`config.mk`:
```
export PLATFORM = sky130hd
export DESIGN_NAME = pbd_decoder
export DESIGN_NICKNAME = d
export VERILOG_FILES = /design/src/core/pbd_pkg.sv /design/src/core/pbd_decoder.sv /design/src/core/pbd_lane_steer.sv
export SDC_FILE = /design/constraint.sdc
export NUM_CORES = 1
export LEC_CHECK = 0
export ABC_AREA = 1
export BUFFER_PORTS_ARGS = -buffer_cell sky130_fd_sc_hd__buf_2
export CAP_MARGIN = 20
export CORE_MARGIN = 8
export CORE_UTILIZATION = 60
export DETAILED_ROUTE_END_ITERATION = 8
export PLACE_DENSITY = 0.93
export SLEW_MARGIN = 20
export SYNTH_ARGS = -nofsm -noshare
export SYNTH_HDL_FRONTEND = slang
export SYNTH_HIERARCHICAL = 1
export SYNTH_SLANG_ARGS = --single-unit
```
`constraint.sdc`:
```
create_clock -name ref_clk_in -period 3.44 [get_ports ref_clk_in]
set_input_delay 0 -clock ref_clk_in [delete_from_list [all_inputs] [get_ports ref_clk_in]]
set_output_delay 0 -clock ref_clk_in [all_outputs]
set_load 0.03 [all_outputs]
```
`src/core/pbd_pkg.sv`:
```
// constants, state type and decode functions of the peripheral block decoder
package pbd_pkg;

  ////////////////////////////////////////////////////////////////////////////
  // block geometry and relocation register layout
  localparam logic [7:0]  PBD_RELOC_OFF   = 8'ha8;    // relocation word offset
  localparam logic [15:0] PBD_RELOC_RST   = 16'h00ff; // top of i/o space
  localparam logic [15:0] PBD_RELOC_WMASK = 16'h5fff; // writable bits
  localparam int          PBD_BASE_MSB    = 11;       // base bits 19..8
  localparam int          PBD_MEM_BIT     = 12;       // 1 = memory space
  localparam int          PBD_ESC_BIT     = 14;       // escape trap enable
  localparam int          PBD_BLK_SHIFT   = 8;        // 256-byte window

  ////////////////////////////////////////////////////////////////////////////
  // assigned offsets inside the block
  localparam logic [7:0]  PBD_ICU_LO = 8'h02;   // interrupt unit, first
  localparam logic [7:0]  PBD_ICU_HI = 8'h1e;   // interrupt unit, last
  localparam logic [7:0]  PBD_TMR_LO = 8'h30;   // timer bank, first
  localparam logic [7:0]  PBD_TMR_HI = 8'h46;   // timer bank, last
  localparam logic [7:0]  PBD_TMR_GAP = 8'h44;  // hole in the timer bank

  // access sequencer states
  typedef enum logic [2:0] {
    PBD_IDLE,
    PBD_ACCESS,
    PBD_WAIT,
    PBD_EXT,
    PBD_FINISH
  } pbd_state_t;

  // word offset lies in the timer bank (needs one wait state)
  function automatic logic pbd_is_timer(input logic [7:0] off);
    pbd_is_timer = (off >= PBD_TMR_LO) && (off <= PBD_TMR_HI);
  endfunction : pbd_is_timer

  // word offset holds a real register
  function automatic logic pbd_is_assigned(input logic [7:0] off);
    pbd_is_assigned = ((off >= PBD_ICU_LO) && (off <= PBD_ICU_HI))
                   || (pbd_is_timer(off) && (off != PBD_TMR_GAP))
                   || (off == PBD_RELOC_OFF);
  endfunction : pbd_is_assigned

endpackage : pbd_pkg

```
`src/core/pbd_decoder.sv`:
```
// peripheral register block decoder: relocation, ready, mirror, lanes
`timescale 1ns/1ps
`default_nettype none

// Contract
// - block is a 256-byte aligned window
// - relocation register sits at offset a8
// - relocation resets to 00ff, top of i/o
// - relocation holds escape trap enable bit
// - peripheral bus always moves 16-bit words
// - 8-bit byte write updates whole register
// - 8-bit word relocation write acts first cycle
// - unassigned writes run but store nothing
// - block accesses mirrored onto external bus
// - external data ignored during block accesses
// - 8-bit word access takes two cycles
// - ready internal, external ready ignored
// - no waits except one for timer
// - even byte write stores whole accumulator
// - odd byte write swaps into word
// - odd word write swaps the two bytes
// - odd word read returns swapped bytes
// - byte reads fill low byte, high byte cleared to zero
module pbd_decoder
  import pbd_pkg::*;
(
  input  wire logic        ref_clk_in,      // processor clock, 20 mhz
  input  wire logic        reset_n_in,      // async reset, active low
  input  wire logic        bus8_mode_in,    // 8-bit external bus variant
  input  wire logic        core_req_in,     // access request pulse
  input  wire logic        core_mem_in,     // 1 memory, 0 i/o space
  input  wire logic        core_wr_in,      // 1 write, 0 read
  input  wire logic        core_word_in,    // 1 word, 0 byte
  input  wire logic [19:0] core_addr_in,    // byte address
  input  wire logic [15:0] core_wdata_in,   // accumulator contents
  input  wire logic        ext_ready_in,    // external ready pin
  input  wire logic [15:0] fbus_rdata_in,   // peripheral read data
  output logic             core_ready_out,  // access complete pulse
  output logic      [15:0] core_rdata_out,  // read result
  output logic             core_rd_hi_out,  // read high byte valid
  output logic             ext_cyc_out,     // external cycle active
  output logic      [19:0] ext_addr_out,    // external address
  output logic             ext_mem_out,     // external space select
  output logic             ext_wr_out,      // external write
  output logic      [15:0] ext_wdata_out,   // external write data
  output logic             fbus_wr_out,     // peripheral write strobe
  output logic             fbus_rd_out,     // peripheral read strobe
  output logic      [7:0]  fbus_addr_out,   // peripheral word offset
  output logic      [15:0] fbus_wdata_out,  // peripheral write word
  output logic             esc_trap_en_out  // trap on escape opcodes
);

  ////////////////////////////////////////////////////////////////////////////
  // state and request capture
  pbd_state_t  st_ff;          // access sequencer
  logic [19:0] addr_ff;        // current cycle address
  logic        mem_ff;         // space of request
  logic        wr_ff;          // request is a write
  logic        word_ff;        // request is a word
  logic [15:0] wdata_ff;       // accumulator latched
  logic        phase2_ff;      // second 8-bit cycle
  logic [15:0] reloc_ff;       // block base relocation
  logic        rdy_meta_ff;    // ready sync, stage one
  logic        rdy_sync_ff;    // ready sync, stage two
  logic        fbus_wr_ff;     // peripheral write strobe
  logic        fbus_rd_ff;     // peripheral read strobe
  logic [7:0]  fbus_addr_ff;   // peripheral offset
  logic [15:0] fbus_wdata_ff;  // peripheral write word
  logic        ext_cyc_ff;     // mirror cycle active
  logic [19:0] ext_addr_ff;    // mirror address
  logic        ext_mem_ff;     // mirror space
  logic        ext_wr_ff;      // mirror direction
  logic [15:0] ext_wdata_ff;   // mirror data
  logic [15:0] rdata_ff;       // read result
  logic        rd_hi_ff;       // read high valid
  logic        ready_ff;       // completion pulse

  ////////////////////////////////////////////////////////////////////////////
  // decode of the current cycle
  logic        hit_w;          // address inside block
  logic [7:0]  off_w;          // word offset in block
  logic        reloc_sel_w;    // relocation register addressed
  logic        assigned_w;     // real register addressed
  logic        timer_w;        // timer bank addressed
  logic [15:0] lane_wr_w;      // steered write word
  logic [15:0] lane_rd_w;      // steered read result
  logic        lane_hi_w;      // read fills high byte
  logic [15:0] rd_src_w;       // word being read

  // window match on space bit and twelve base bits
  assign hit_w = (mem_ff == reloc_ff[PBD_MEM_BIT])
              && (addr_ff[19:PBD_BLK_SHIFT] == reloc_ff[PBD_BASE_MSB:0]);
  assign off_w       = {addr_ff[7:1], 1'b0};
  assign reloc_sel_w = (off_w == PBD_RELOC_OFF);
  assign assigned_w  = pbd_is_assigned(off_w);
  assign timer_w     = pbd_is_timer(off_w);
  // relocation reads come from here, others from the peripheral bus
  assign rd_src_w    = fbus_rd_ff ? fbus_rdata_in : reloc_ff;

  pbd_lane_steer pbd_lane_steer_inst (
    .odd_in      (addr_ff[0]),
    .word_in     (word_ff),
    .acc_in      (wdata_ff),
    .reg_in      (rd_src_w),
    .wr_word_out (lane_wr_w),
    .rd_data_out (lane_rd_w),
    .rd_hi_out   (lane_hi_w)
  );

  ////////////////////////////////////////////////////////////////////////////
  // external ready synchroniser; only the second stage is read
  always_ff @(posedge ref_clk_in or negedge reset_n_in)
  begin
    if (!reset_n_in)
    begin
      rdy_meta_ff <= 1'b0;
      rdy_sync_ff <= 1'b0;
    end
    else
    begin
      rdy_meta_ff <= ext_ready_in;
      rdy_sync_ff <= rdy_meta_ff;
    end
  end

  ////////////////////////////////////////////////////////////////////////////
  // access sequencer
  // one cycle to decode, optional timer wait, one cycle to finish;
  // misses wait for the synchronised external ready
  always_ff @(posedge ref_clk_in or negedge reset_n_in)
  begin
    if (!reset_n_in)
    begin
      st_ff     <= PBD_IDLE;
      addr_ff   <= 20'h00000;
      mem_ff    <= 1'b0;
      wr_ff     <= 1'b0;
      word_ff   <= 1'b0;
      wdata_ff  <= 16'h0000;
      phase2_ff <= 1'b0;
    end
    else
    begin
      case (st_ff)
        PBD_IDLE:
        begin
          // requests outside idle are ignored
          if (core_req_in)
          begin
            addr_ff   <= core_addr_in;
            mem_ff    <= core_mem_in;
            wr_ff     <= core_wr_in;
            word_ff   <= core_word_in;
            wdata_ff  <= core_wdata_in;
            phase2_ff <= 1'b0;
            st_ff     <= PBD_ACCESS;
          end
        end
        PBD_ACCESS:
        begin
          if (!hit_w)
            st_ff <= PBD_EXT;
          else if (timer_w)
            st_ff <= PBD_WAIT;
          else
            st_ff <= PBD_FINISH;
        end
        PBD_WAIT:
        begin
          // the single timer wait state, external ready not looked at
          st_ff <= PBD_FINISH;
        end
        PBD_EXT:
        begin
          if (rdy_sync_ff)
            st_ff <= PBD_FINISH;
        end
        PBD_FINISH:
        begin
          // word on the 8-bit bus runs a second cycle at address + 1;
          // it is re-decoded against the base, which may just have moved
          if (bus8_mode_in && word_ff && !phase2_ff)
          begin
            phase2_ff <= 1'b1;
            addr_ff   <= addr_ff + 20'h00001;
            st_ff     <= PBD_ACCESS;
          end
          else
          begin
            st_ff <= PBD_IDLE;
          end
        end
        default:
        begin
          st_ff <= PBD_IDLE;
        end
      endcase
    end
  end

  ////////////////////////////////////////////////////////////////////////////
  // relocation register; a hit write in the first cycle moves the block
  always_ff @(posedge ref_clk_in or negedge reset_n_in)
  begin
    if (!reset_n_in)
    begin
      reloc_ff <= PBD_RELOC_RST;
    end
    else if ((st_ff == PBD_ACCESS) && hit_w && wr_ff && reloc_sel_w
             && !phase2_ff)
    begin
      // whole word taken even for a byte write on the 8-bit bus
      reloc_ff <= lane_wr_w & PBD_RELOC_WMASK;
    end
  end

  // trap enable straight from the stored bit
  assign esc_trap_en_out = reloc_ff[PBD_ESC_BIT];

  ////////////////////////////////////////////////////////////////////////////
  // peripheral bus strobes: one word transfer per access, first cycle only
  always_ff @(posedge ref_clk_in or negedge reset_n_in)
  begin
    if (!reset_n_in)
    begin
      fbus_wr_ff    <= 1'b0;
      fbus_rd_ff    <= 1'b0;
      fbus_addr_ff  <= 8'h00;
      fbus_wdata_ff <= 16'h0000;
    end
    else
    begin
      fbus_wr_ff <= 1'b0;
      fbus_rd_ff <= 1'b0;
      if ((st_ff == PBD_ACCESS) && hit_w && !phase2_ff && !reloc_sel_w)
      begin
        fbus_addr_ff  <= off_w;
        fbus_wdata_ff <= lane_wr_w;
        // unassigned locations get no strobe, so nothing is kept
        fbus_wr_ff    <= wr_ff && assigned_w;
        fbus_rd_ff    <= !wr_ff && assigned_w;
      end
    end
  end

  ////////////////////////////////////////////////////////////////////////////
  // external mirror; every cycle is shown on the pins, hit or miss
  always_ff @(posedge ref_clk_in or negedge reset_n_in)
  begin
    if (!reset_n_in)
    begin
      ext_cyc_ff   <= 1'b0;
      ext_addr_ff  <= 20'h00000;
      ext_mem_ff   <= 1'b0;
      ext_wr_ff    <= 1'b0;
      ext_wdata_ff <= 16'h0000;
    end
    else if (st_ff == PBD_ACCESS)
    begin
      ext_cyc_ff  <= 1'b1;
      ext_addr_ff <= addr_ff;
      ext_mem_ff  <= mem_ff;
      ext_wr_ff   <= wr_ff;
      // second 8-bit cycle carries the high accumulator byte
      ext_wdata_ff <= phase2_ff ? {8'h00, wdata_ff[15:8]} : wdata_ff;
    end
    else if (st_ff == PBD_FINISH)
    begin
      ext_cyc_ff <= 1'b0;
    end
  end

  ////////////////////////////////////////////////////////////////////////////
  // read result and completion
  // data from the pins never enters here, so block reads stay internal
  always_ff @(posedge ref_clk_in or negedge reset_n_in)
  begin
    if (!reset_n_in)
    begin
      rdata_ff <= 16'h0000;
      rd_hi_ff <= 1'b0;
    end
    else if (fbus_rd_ff)
    begin
      rdata_ff <= lane_rd_w;
      rd_hi_ff <= lane_hi_w;
    end
    else if ((st_ff == PBD_ACCESS) && hit_w && !wr_ff && !phase2_ff
             && (reloc_sel_w || !assigned_w))
    begin
      // relocation read, or zero for an unassigned location;
      // peripheral reads leave the old result until their strobe
      rdata_ff <= reloc_sel_w ? lane_rd_w : 16'h0000;
      rd_hi_ff <= lane_hi_w;
    end
  end

  // ready pulse when the last cycle of the access finishes
  always_ff @(posedge ref_clk_in or negedge reset_n_in)
  begin
    if (!reset_n_in)
      ready_ff <= 1'b0;
    else
      ready_ff <= (st_ff == PBD_FINISH)
               && !(bus8_mode_in && word_ff && !phase2_ff);
  end

  assign core_ready_out = ready_ff;
  assign core_rdata_out = rdata_ff;
  assign core_rd_hi_out = rd_hi_ff;
  assign ext_cyc_out    = ext_cyc_ff;
  assign ext_addr_out   = ext_addr_ff;
  assign ext_mem_out    = ext_mem_ff;
  assign ext_wr_out     = ext_wr_ff;
  assign ext_wdata_out  = ext_wdata_ff;
  assign fbus_wr_out    = fbus_wr_ff;
  assign fbus_rd_out    = fbus_rd_ff;
  assign fbus_addr_out  = fbus_addr_ff;
  assign fbus_wdata_out = fbus_wdata_ff;
endmodule : pbd_decoder

`default_nettype wire

```
`src/core/pbd_lane_steer.sv`:
```
// byte lane steering between core accumulator and 16-bit peripheral bus
`timescale 1ns/1ps
`default_nettype none

module pbd_lane_steer
  import pbd_pkg::*;
(
  input  wire logic        odd_in,       // access address is odd
  input  wire logic        word_in,      // word access
  input  wire logic [15:0] acc_in,       // accumulator write data
  input  wire logic [15:0] reg_in,       // register word being read
  output logic      [15:0] wr_word_out,  // full word stored in register
  output logic      [15:0] rd_data_out,  // result for the accumulator
  output logic             rd_hi_out     // result high byte is valid
);

  ////////////////////////////////////////////////////////////////////////////
  // writes always store a full word; odd addresses swap the halves
  always_comb
  begin
    if (odd_in)
    begin
      // low byte lands at the odd address, high byte one below
      wr_word_out = {acc_in[7:0], acc_in[15:8]};
    end
    else
    begin
      // even byte or word writes the whole accumulator
      wr_word_out = acc_in;
    end
  end

  ////////////////////////////////////////////////////////////////////////////
  // reads: odd word swaps, bytes only fill the low result byte
  always_comb
  begin
    rd_hi_out = word_in;
    if (word_in && odd_in)
    begin
      rd_data_out = {reg_in[7:0], reg_in[15:8]};
    end
    else if (word_in)
    begin
      rd_data_out = reg_in;
    end
    else if (odd_in)
    begin
      rd_data_out = {8'h00, reg_in[15:8]};
    end
    else
    begin
      rd_data_out = {8'h00, reg_in[7:0]};
    end
  end

endmodule : pbd_lane_steer

`default_nettype wire

```
==> metrics, run 1 <==
Critical Path RT 3.74 ns; Critical Path, Cell by Cell nor2_1, inv_1, nor2_4, inv_1, nor2_1, inv_1, nand2_1, clkinv_1, a21oi_1, a21oi_1; initial drt markers 693; clock power share 26.0%; FF+latch count, synth 141; Post-Syn Nets 987; ANT nets after route 0; detailed placer's ending HPWL 14400 um; Cells after Synth 926; clock skew 0.00683 ns; origin of the worst setup path st_ff[1]; CTS tree done; clk slew on worst S/H paths 0.06 ns; Tmin final 2.51 ns; main flop type after synthesis dfrtp_1; nets@finish 1155; cts bufs inserted 17; Worst-Skew Late Latency 0.43 ns; slowest stage delay, CP 0.42 ns; die height 125 um; initial antenna violation count 1; Syn-to-layout area delta 24.1%; Tcrit/Tclk final 72.9%; pin count of the biggest net entering global routing 118; post-synth cell types 38; DR vias/cell 5.57; WL per Instance 17.2 um; P_sw 3.32 mW; status complete, no violations; Async S/R FF share, synth 100%; most frequent cell on the critical path inv_1; Overall Power 7.48 mW; peak supply drop 0.000812 V; root buf cell clkbuf_16; Setup CP Type reg -> reg; Ys Warns 6; sequential share of power 35.4%; GP Congestion 0.935; Comb pwr share 38.6%; overall routing resource usage 27.7%; max-slew violations 0; RSZ-0062 raised after global routing false; Filler cells 812; Setup TNS 0 ns; final hold vios 0; First-pass DRT Iterations 8; width of the die 125 um; layout cell share with drive strength beyond 1 20.1%; Worst Setup End Kind register; PortBufs 142; clock sink count 141; H-tree Lvls 4; cell family with most CP delay buffers and inverters; Leakage 4.54 nW; core area 11900 um2; post-synthesis sequential area ratio 49.2%; post-CTS resize count 0; Post-synth EDFFs 0; vias in the first global route 6953; Syn Area/Cell 7.76 um2; reg2reg start st_ff[1]; CP startpoint kind register; site row count 40; Power Density 839 nW/um2; WP buf/inv 4; Critical Path Slowest Stage Cell clkinv_1; MaxCap Viol Count 0; Worst Path Max Fanout 17; first-pass GRT wire length 34900 um; Post-Synthesis Cell Area 7190 um2; relative slew slack 37.0%; Net Sw Frac 44.4%; grt ovf 0; Initial Util 60.6%; min-delay worst type in -> reg; Post-CTS Setup Inserts 0; drt drc 0; worst hold start fbus_rdata_in[15]; Int Power 4.16 mW; Max Freq 399 MHz; Die ar. 15700 um2; Worst Setup Slack post-DPL 1.06 ns; final setup vio count 0; slew of the pin with the lowest slew margin 0.942 ns; flop-to-flop setup slack 0.93 ns; worst endpoint data arrival time 2.81 ns; Ports 144; buffer levels on the longest clock path 2; final worst setup slack 0.934 ns; routed vias 6991; DRT Wirelength 21500 um
kinds of logic (layout without fill, tap and decap cells):
group                      count (synthesis)  after routing  synth area share, %
DFF                                      141            141                 49.2
xor gates and xnor gates                   7              7                0.853
other                                      1              2               0.0522
muxes                                      9              9                 1.41
and+or+nand+nor                          513            513                 30.4
AOI/OAI and AO/OA                        128            128                 9.39
buffers and inverters                    126            307                 8.44
adders and majority gates                  1              1                0.174
layout make-up:
cell class	instances	area (um2)	share of cell area, %
diodes	1	2.50	0.0281
clock buffers	19	443	4.97
clock inverters	13	179	2.01
inverters	82	315	3.54
multi-input cells	659	3040	34.1
flip-flops and latches	141	3540	39.7
well taps	147	184	2.06
repair buffers	193	1210	13.6
cells in the final DEF (no fill, tap or decap), types with 9 or more instances in the layout:
cell type	Yosys	final
a21oi_1	23	23
buf_2	3	141
clkbuf_16	0	17
dfrtp_1	133	133
dlygate4sd3_1	0	43
inv_1	76	76
mux2_2	9	9
nand2_1	341	340
nand3_1	65	65
nor2_1	76	76
nor3_1	9	9
o21ai_0	88	88
power by group through the flow:
stage                     combinational (mW)  clock, mW  sequential, mW
after floorplan                         1.68          0            2.93
after global placement                  2.66          0            2.60
after detailed placement                2.76          0            2.62
after CTS                               2.82       1.95            2.61
after global routing                    3.16       2.04            2.69
final                                   2.89       1.95            2.64
repair_timing:
| item | in CTS | in global routing |
|---|---|---|
| setup endpoints to repair | 0 | 0 |
| hold buffers | 43 | 0 |
| endpoints found under the hold margin | 151 | 0 |
registers in the layout, summed over array words and instances (netlist names):
register / cells
fbus_wr_out: 1
core_rd_hi_out: 1
fbus_rd_out: 1
phase2_ff: 1
core_rdata_out: 16
ext_wr_out: 1
rdy_meta_ff: 1
core_ready_out: 1
ext_cyc_out: 1
addr_ff: 20
mem_ff: 1
ext_addr_out: 20
wdata_ff: 16
ext_mem_out: 1
st_ff: 3
rdy_sync_ff: 1
ext_wdata_out: 16
wr_ff: 1
reloc_ff: 14
fbus_addr_out: 7
fbus_wdata_out: 16
word_ff: 1
metal layers:
| metal | global-route usage, % | vias up | wire length (um) |
|---|---|---|---|
| li1 | - | 3270 | - |
| met1 | 31.9 | 3241 | 8190 |
| met2 | 45.5 | 403 | 10400 |
| met3 | 8.58 | 77 | 2080 |
| met4 | 14.3 | 0 | 856 |
| met5 | 0 | - | 0 |
synth_stat cells (2+ instances only):
| master | count | area, um2 |
|---|---|---|
| a21oi_1 | 23 | 115 |
| a31oi_1 | 2 | 12.5 |
| buf_2 | 3 | 15.0 |
| buf_4 | 7 | 52.6 |
| buf_6 | 8 | 90.1 |
| clkbuf_1 | 22 | 82.6 |
| clkbuf_8 | 2 | 27.5 |
| dfrtp_1 | 133 | 3330 |
| dfstp_2 | 8 | 210 |
| inv_1 | 76 | 285 |
| inv_2 | 4 | 15.0 |
| mux2_2 | 9 | 101 |
| nand2_1 | 341 | 1280 |
| nand2_4 | 3 | 33.8 |
| nand3_1 | 65 | 325 |
| nand3_2 | 7 | 70.1 |
| nand4_1 | 5 | 31.3 |
| nor2_1 | 76 | 285 |
| nor2_4 | 3 | 33.8 |
| nor3_1 | 9 | 45.0 |
| o21ai_0 | 88 | 440 |
| o22ai_1 | 8 | 50.1 |
| o31ai_1 | 3 | 22.5 |
| xor2_1 | 7 | 61.3 |
final timing paths:
check                               endpoint  cells past startpoint
min in group asynchronous        rdy_meta_ff                      2
max in group asynchronous        ext_mem_out                      3
setup reg to reg                 addr_ff[12]                     10
setup / recovery                 addr_ff[12]                     10
hold reg to reg                  rdy_sync_ff                      0
hold / removal             core_rdata_out[7]                      9
stage by stage:
stage	utilization, %	hold slack [ns]	instance area [um2]	cells
6_report	75.2	0.0920	8910	1255
5_1_grt	75.2	0.138	8910	1255
4_1_cts	75.1	0.0917	8910	1254
3_5_place_dp	66.2	0.111	7860	1179
3_3_place_gp	66.2	0.111	7860	1179
2_1_floorplan	-	-0.296	7190	926
worst min-delay path: stages:
cell and delay [ns]:
buf_2 0.10, nand2_1 0.05, inv_1 0.05, nand2_1 0.06, nand2_1 0.05, inv_1 0.04, nor2_1 0.03, nand2_1 0.05
nand2_1 0.05
Note: power is estimated with default switching activity, not from simulation.
==> run 2, diff against run 1 <==
- CORE_UTILIZATION: 60 -> 55
- PLACE_DENSITY: 0.93 -> 0.87
- clock period: 3.44 -> 2.5 ns (I/O delays scaled with it)
==> run 2 against run 1 <==
  * Sequential power up 35%
  * Clock power up 27%
  * Register-to-register slack worse by 0.55 ns
  * Utilization down 4.6 points
  * Count of clock-buffer cells in the layout up 2
  * Clock skew up 0.0024 ns
  * Wire length down 1.3%
  * Critical endpoint is now fbus_wdata_out[7]
  * Largest cell class unchanged
==> metrics, run 2 (synthesized netlist as in run 1, its figures left out) <==
status complete, no violations; worst hold start core_addr_in[10]; clock power share 24.6% (-1.4 points); DR vias/cell 5.34 (-4.1%); Syn-to-layout area delta 24.4%; Comb pwr share 39.8% (+1.2 points); layout cell share with drive strength beyond 1 20.4% (+0.36 points); Setup TNS 0 ns (unchanged); site row count 41 (+2.5%); peak supply drop 0.00117 V (+44%); First-pass DRT Iterations 5 (-3); hold_ws 0.0434 ns (-0.0486 ns); DRT Wirelength 21300 um (-1.3%); commonest cells after routing, fill and taps aside nand2_1 (340), buf_2 (141), dfrtp_1 (133), o21ai_0 (88), inv_1 (76); drt drc 0 (unchanged); Tcrit/Tclk final 84.7% (+12 points); die height 130 um (+3.9%); slew of the pin with the lowest slew margin 0.687 ns (-0.254 ns); Die ar. 17000 um2 (+7.9%); clock sink count 141 (unchanged); vias in the first global route 6789 (-2.4%); CTS tree done; clk slew on worst S/H paths 0.06 ns (about the same); top sig layer met4; r2r worst-path depth 11 (+1); worst endpoint data arrival time 2.48 ns (-0.33 ns); met2 wire len 10200 um (-2.1%); GP Congestion 0.948 (+1.3%); cts bufs inserted 17 (unchanged); commonest non-fill, non-tap cell in the layout nand2_1; flop-to-flop setup slack 0.38 ns (-0.55 ns); fin cells 1285 (+2.4%); detailed placer's ending HPWL 14400 um (+0.18%); Filler cells 974 (+20%); initial antenna violation count 0 (-1); grt ovf 0 (unchanged); MaxCap Viol Count 0 (unchanged); pin count of the biggest net entering global routing 74 (-37%); sequential share of power 35.6% (+0.2 points); Worst Path Max Fanout 22 (+5); Critical Path, Cell by Cell inv_1, nand2_1, nand2_1, nand2_1, nor2_1, nand3_1, nor2_4, nand3b_4, inv_2, nand2_1, nand2_1; width of the die 130 um (+3.9%); Hold-fix buffers, CTS 42 (-2.3%); P_sw 4.45 mW (+34%); final setup vio count 0 (unchanged); ANT nets after route 0 (unchanged); final hold vios 0 (unchanged); WP buf/inv 2 (-2); final worst setup slack 0.382 ns (-0.552 ns); min-delay worst type in -> reg; Power Density 1120 nW/um2 (+34%); max-slew violations 0 (unchanged); overall routing resource usage 26.0% (-1.6 points); Detail Route met3 WL 2050 um (-1.6%); relative slew slack 54.2% (+17 points); PortBufs 142 (unchanged); cell family with most CP delay simple AND/OR/NAND/NOR gates; Worst Setup End Kind register; clock skew 0.00925 ns (+0.00242 ns); Post-CTS Setup Inserts 0 (unchanged); routed vias 6862 (-1.8%); buffer levels on the longest clock path 2 (unchanged); RSZ-0062 raised after global routing false; WL met1 8470 um (+3.5%); slowest stage delay, CP 0.43 ns (about the same); WL per Instance 16.5 um (-3.6%); Leakage 4.54 nW (about the same); Worst-Skew Late Latency 0.42 ns (about the same); Worst Setup Slack post-DPL 0.420 ns (-0.643 ns); Multi-input gate area 3050 um2 (about the same); H-tree Lvls 4 (unchanged); first-pass GRT wire length 34300 um (-1.5%); Critical Path Slowest Stage Cell dfrtp_1; most frequent cell on the critical path nand2_1; Max Freq 472 MHz (+18%); hold path cells 4 (-5); Tmin final 2.12 ns (-0.388 ns); nets@finish 1160 (+0.43%); final instance area 8940 um2 (+0.31%); post-CTS resize count 0 (unchanged); reg2reg start addr_ff[17]; origin of the worst setup path addr_ff[17]; CP startpoint kind register; Net Sw Frac 44.3% (-0.14 points); R2R Path End fbus_wdata_out[7]; Reg area 3540 um2 (unchanged); Ports 144 (unchanged); hold endpoint addr_ff[10]; root buf cell clkbuf_16; DP Area 7950 um2 (+1.1%); Critical Path RT 2.86 ns (-0.88 ns); Int Power 5.60 mW (+35%); core area 12700 um2 (+6.8%); Setup CP Type reg -> reg; # placed instances 1210 (+2.6%); initial drt markers 708 (+2.2%); Initial Util 56.7% (-3.9 points)
==> run 2: cell count changes in the layout (fill, tap and decap cells not counted), sizes merged <==
cell / previous run / this run
buf: 149 / 156
bufinv: 3 / 2
clkbuf: 20 / 21
clkinv: 5 / 6
clkinvlp: 1 / 3
dlygate4sd3: 43 / 42
inv: 86 / 82
==> run 2: per-layer routing <==
metal | global-route usage [%] | vias up
met5 | 0 | -
met4 | 9.56 | 0
met3 | 7.67 | 50
met2 | 42.5 | 352
met1 | 32.0 | 3167
li1 | - | 3293
==> run 2: cell type report <==
type                            instances  area share (%)
Clock inverter                         11            1.34
Tap cell                              172            2.41
Sequential cell                       141            39.6
Antenna cell                            1          0.0280
Multi-Input combinational cell        659            34.1
Clock buffer                           21            5.04
Inverter                               82            3.53
Timing Repair Buffer                  198            14.0
==> run 2: worst min-delay path, cell delays in order <==
cell	delay, ns
buf_2	0.12
o22ai_1	0.10
a21o_1	0.18
inv_1	0.04
==> run 2: power groups by stage <==
stage	sequential (mW)	combinational [mW]	clock, mW
floorplan	4.03	2.31	0
global placement	3.53	3.77	0
detailed placement	3.55	3.86	0
CTS	3.54	3.94	2.48
global route	3.65	4.40	2.59
finish	3.57	4.00	2.47
==> run 2: worst max path at each step <==
| stage | cells after the start | end | slack, ns |
|---|---|---|---|
| CTS | 11 | core_rdata_out[7] | 0.40 |
| floorplan | 11 | core_rdata_out[11] | 0.73 |
| finish | 11 | fbus_wdata_out[7] | 0.38 |
| detailed placement | 11 | core_rdata_out[7] | 0.42 |
| global placement | 11 | core_rdata_out[0] | 0.46 |
| global route | 9 | core_rdata_out[7] | 0.17 |
==> run 2: per-stage QoR <==
step                      power [mW]  util, %
after floorplan                 6.34        -
after global placement          7.29     62.7
after detailed placement        7.41     62.7
after CTS                       9.95     70.5
after global routing            10.6     70.6
final                           10.0     70.6
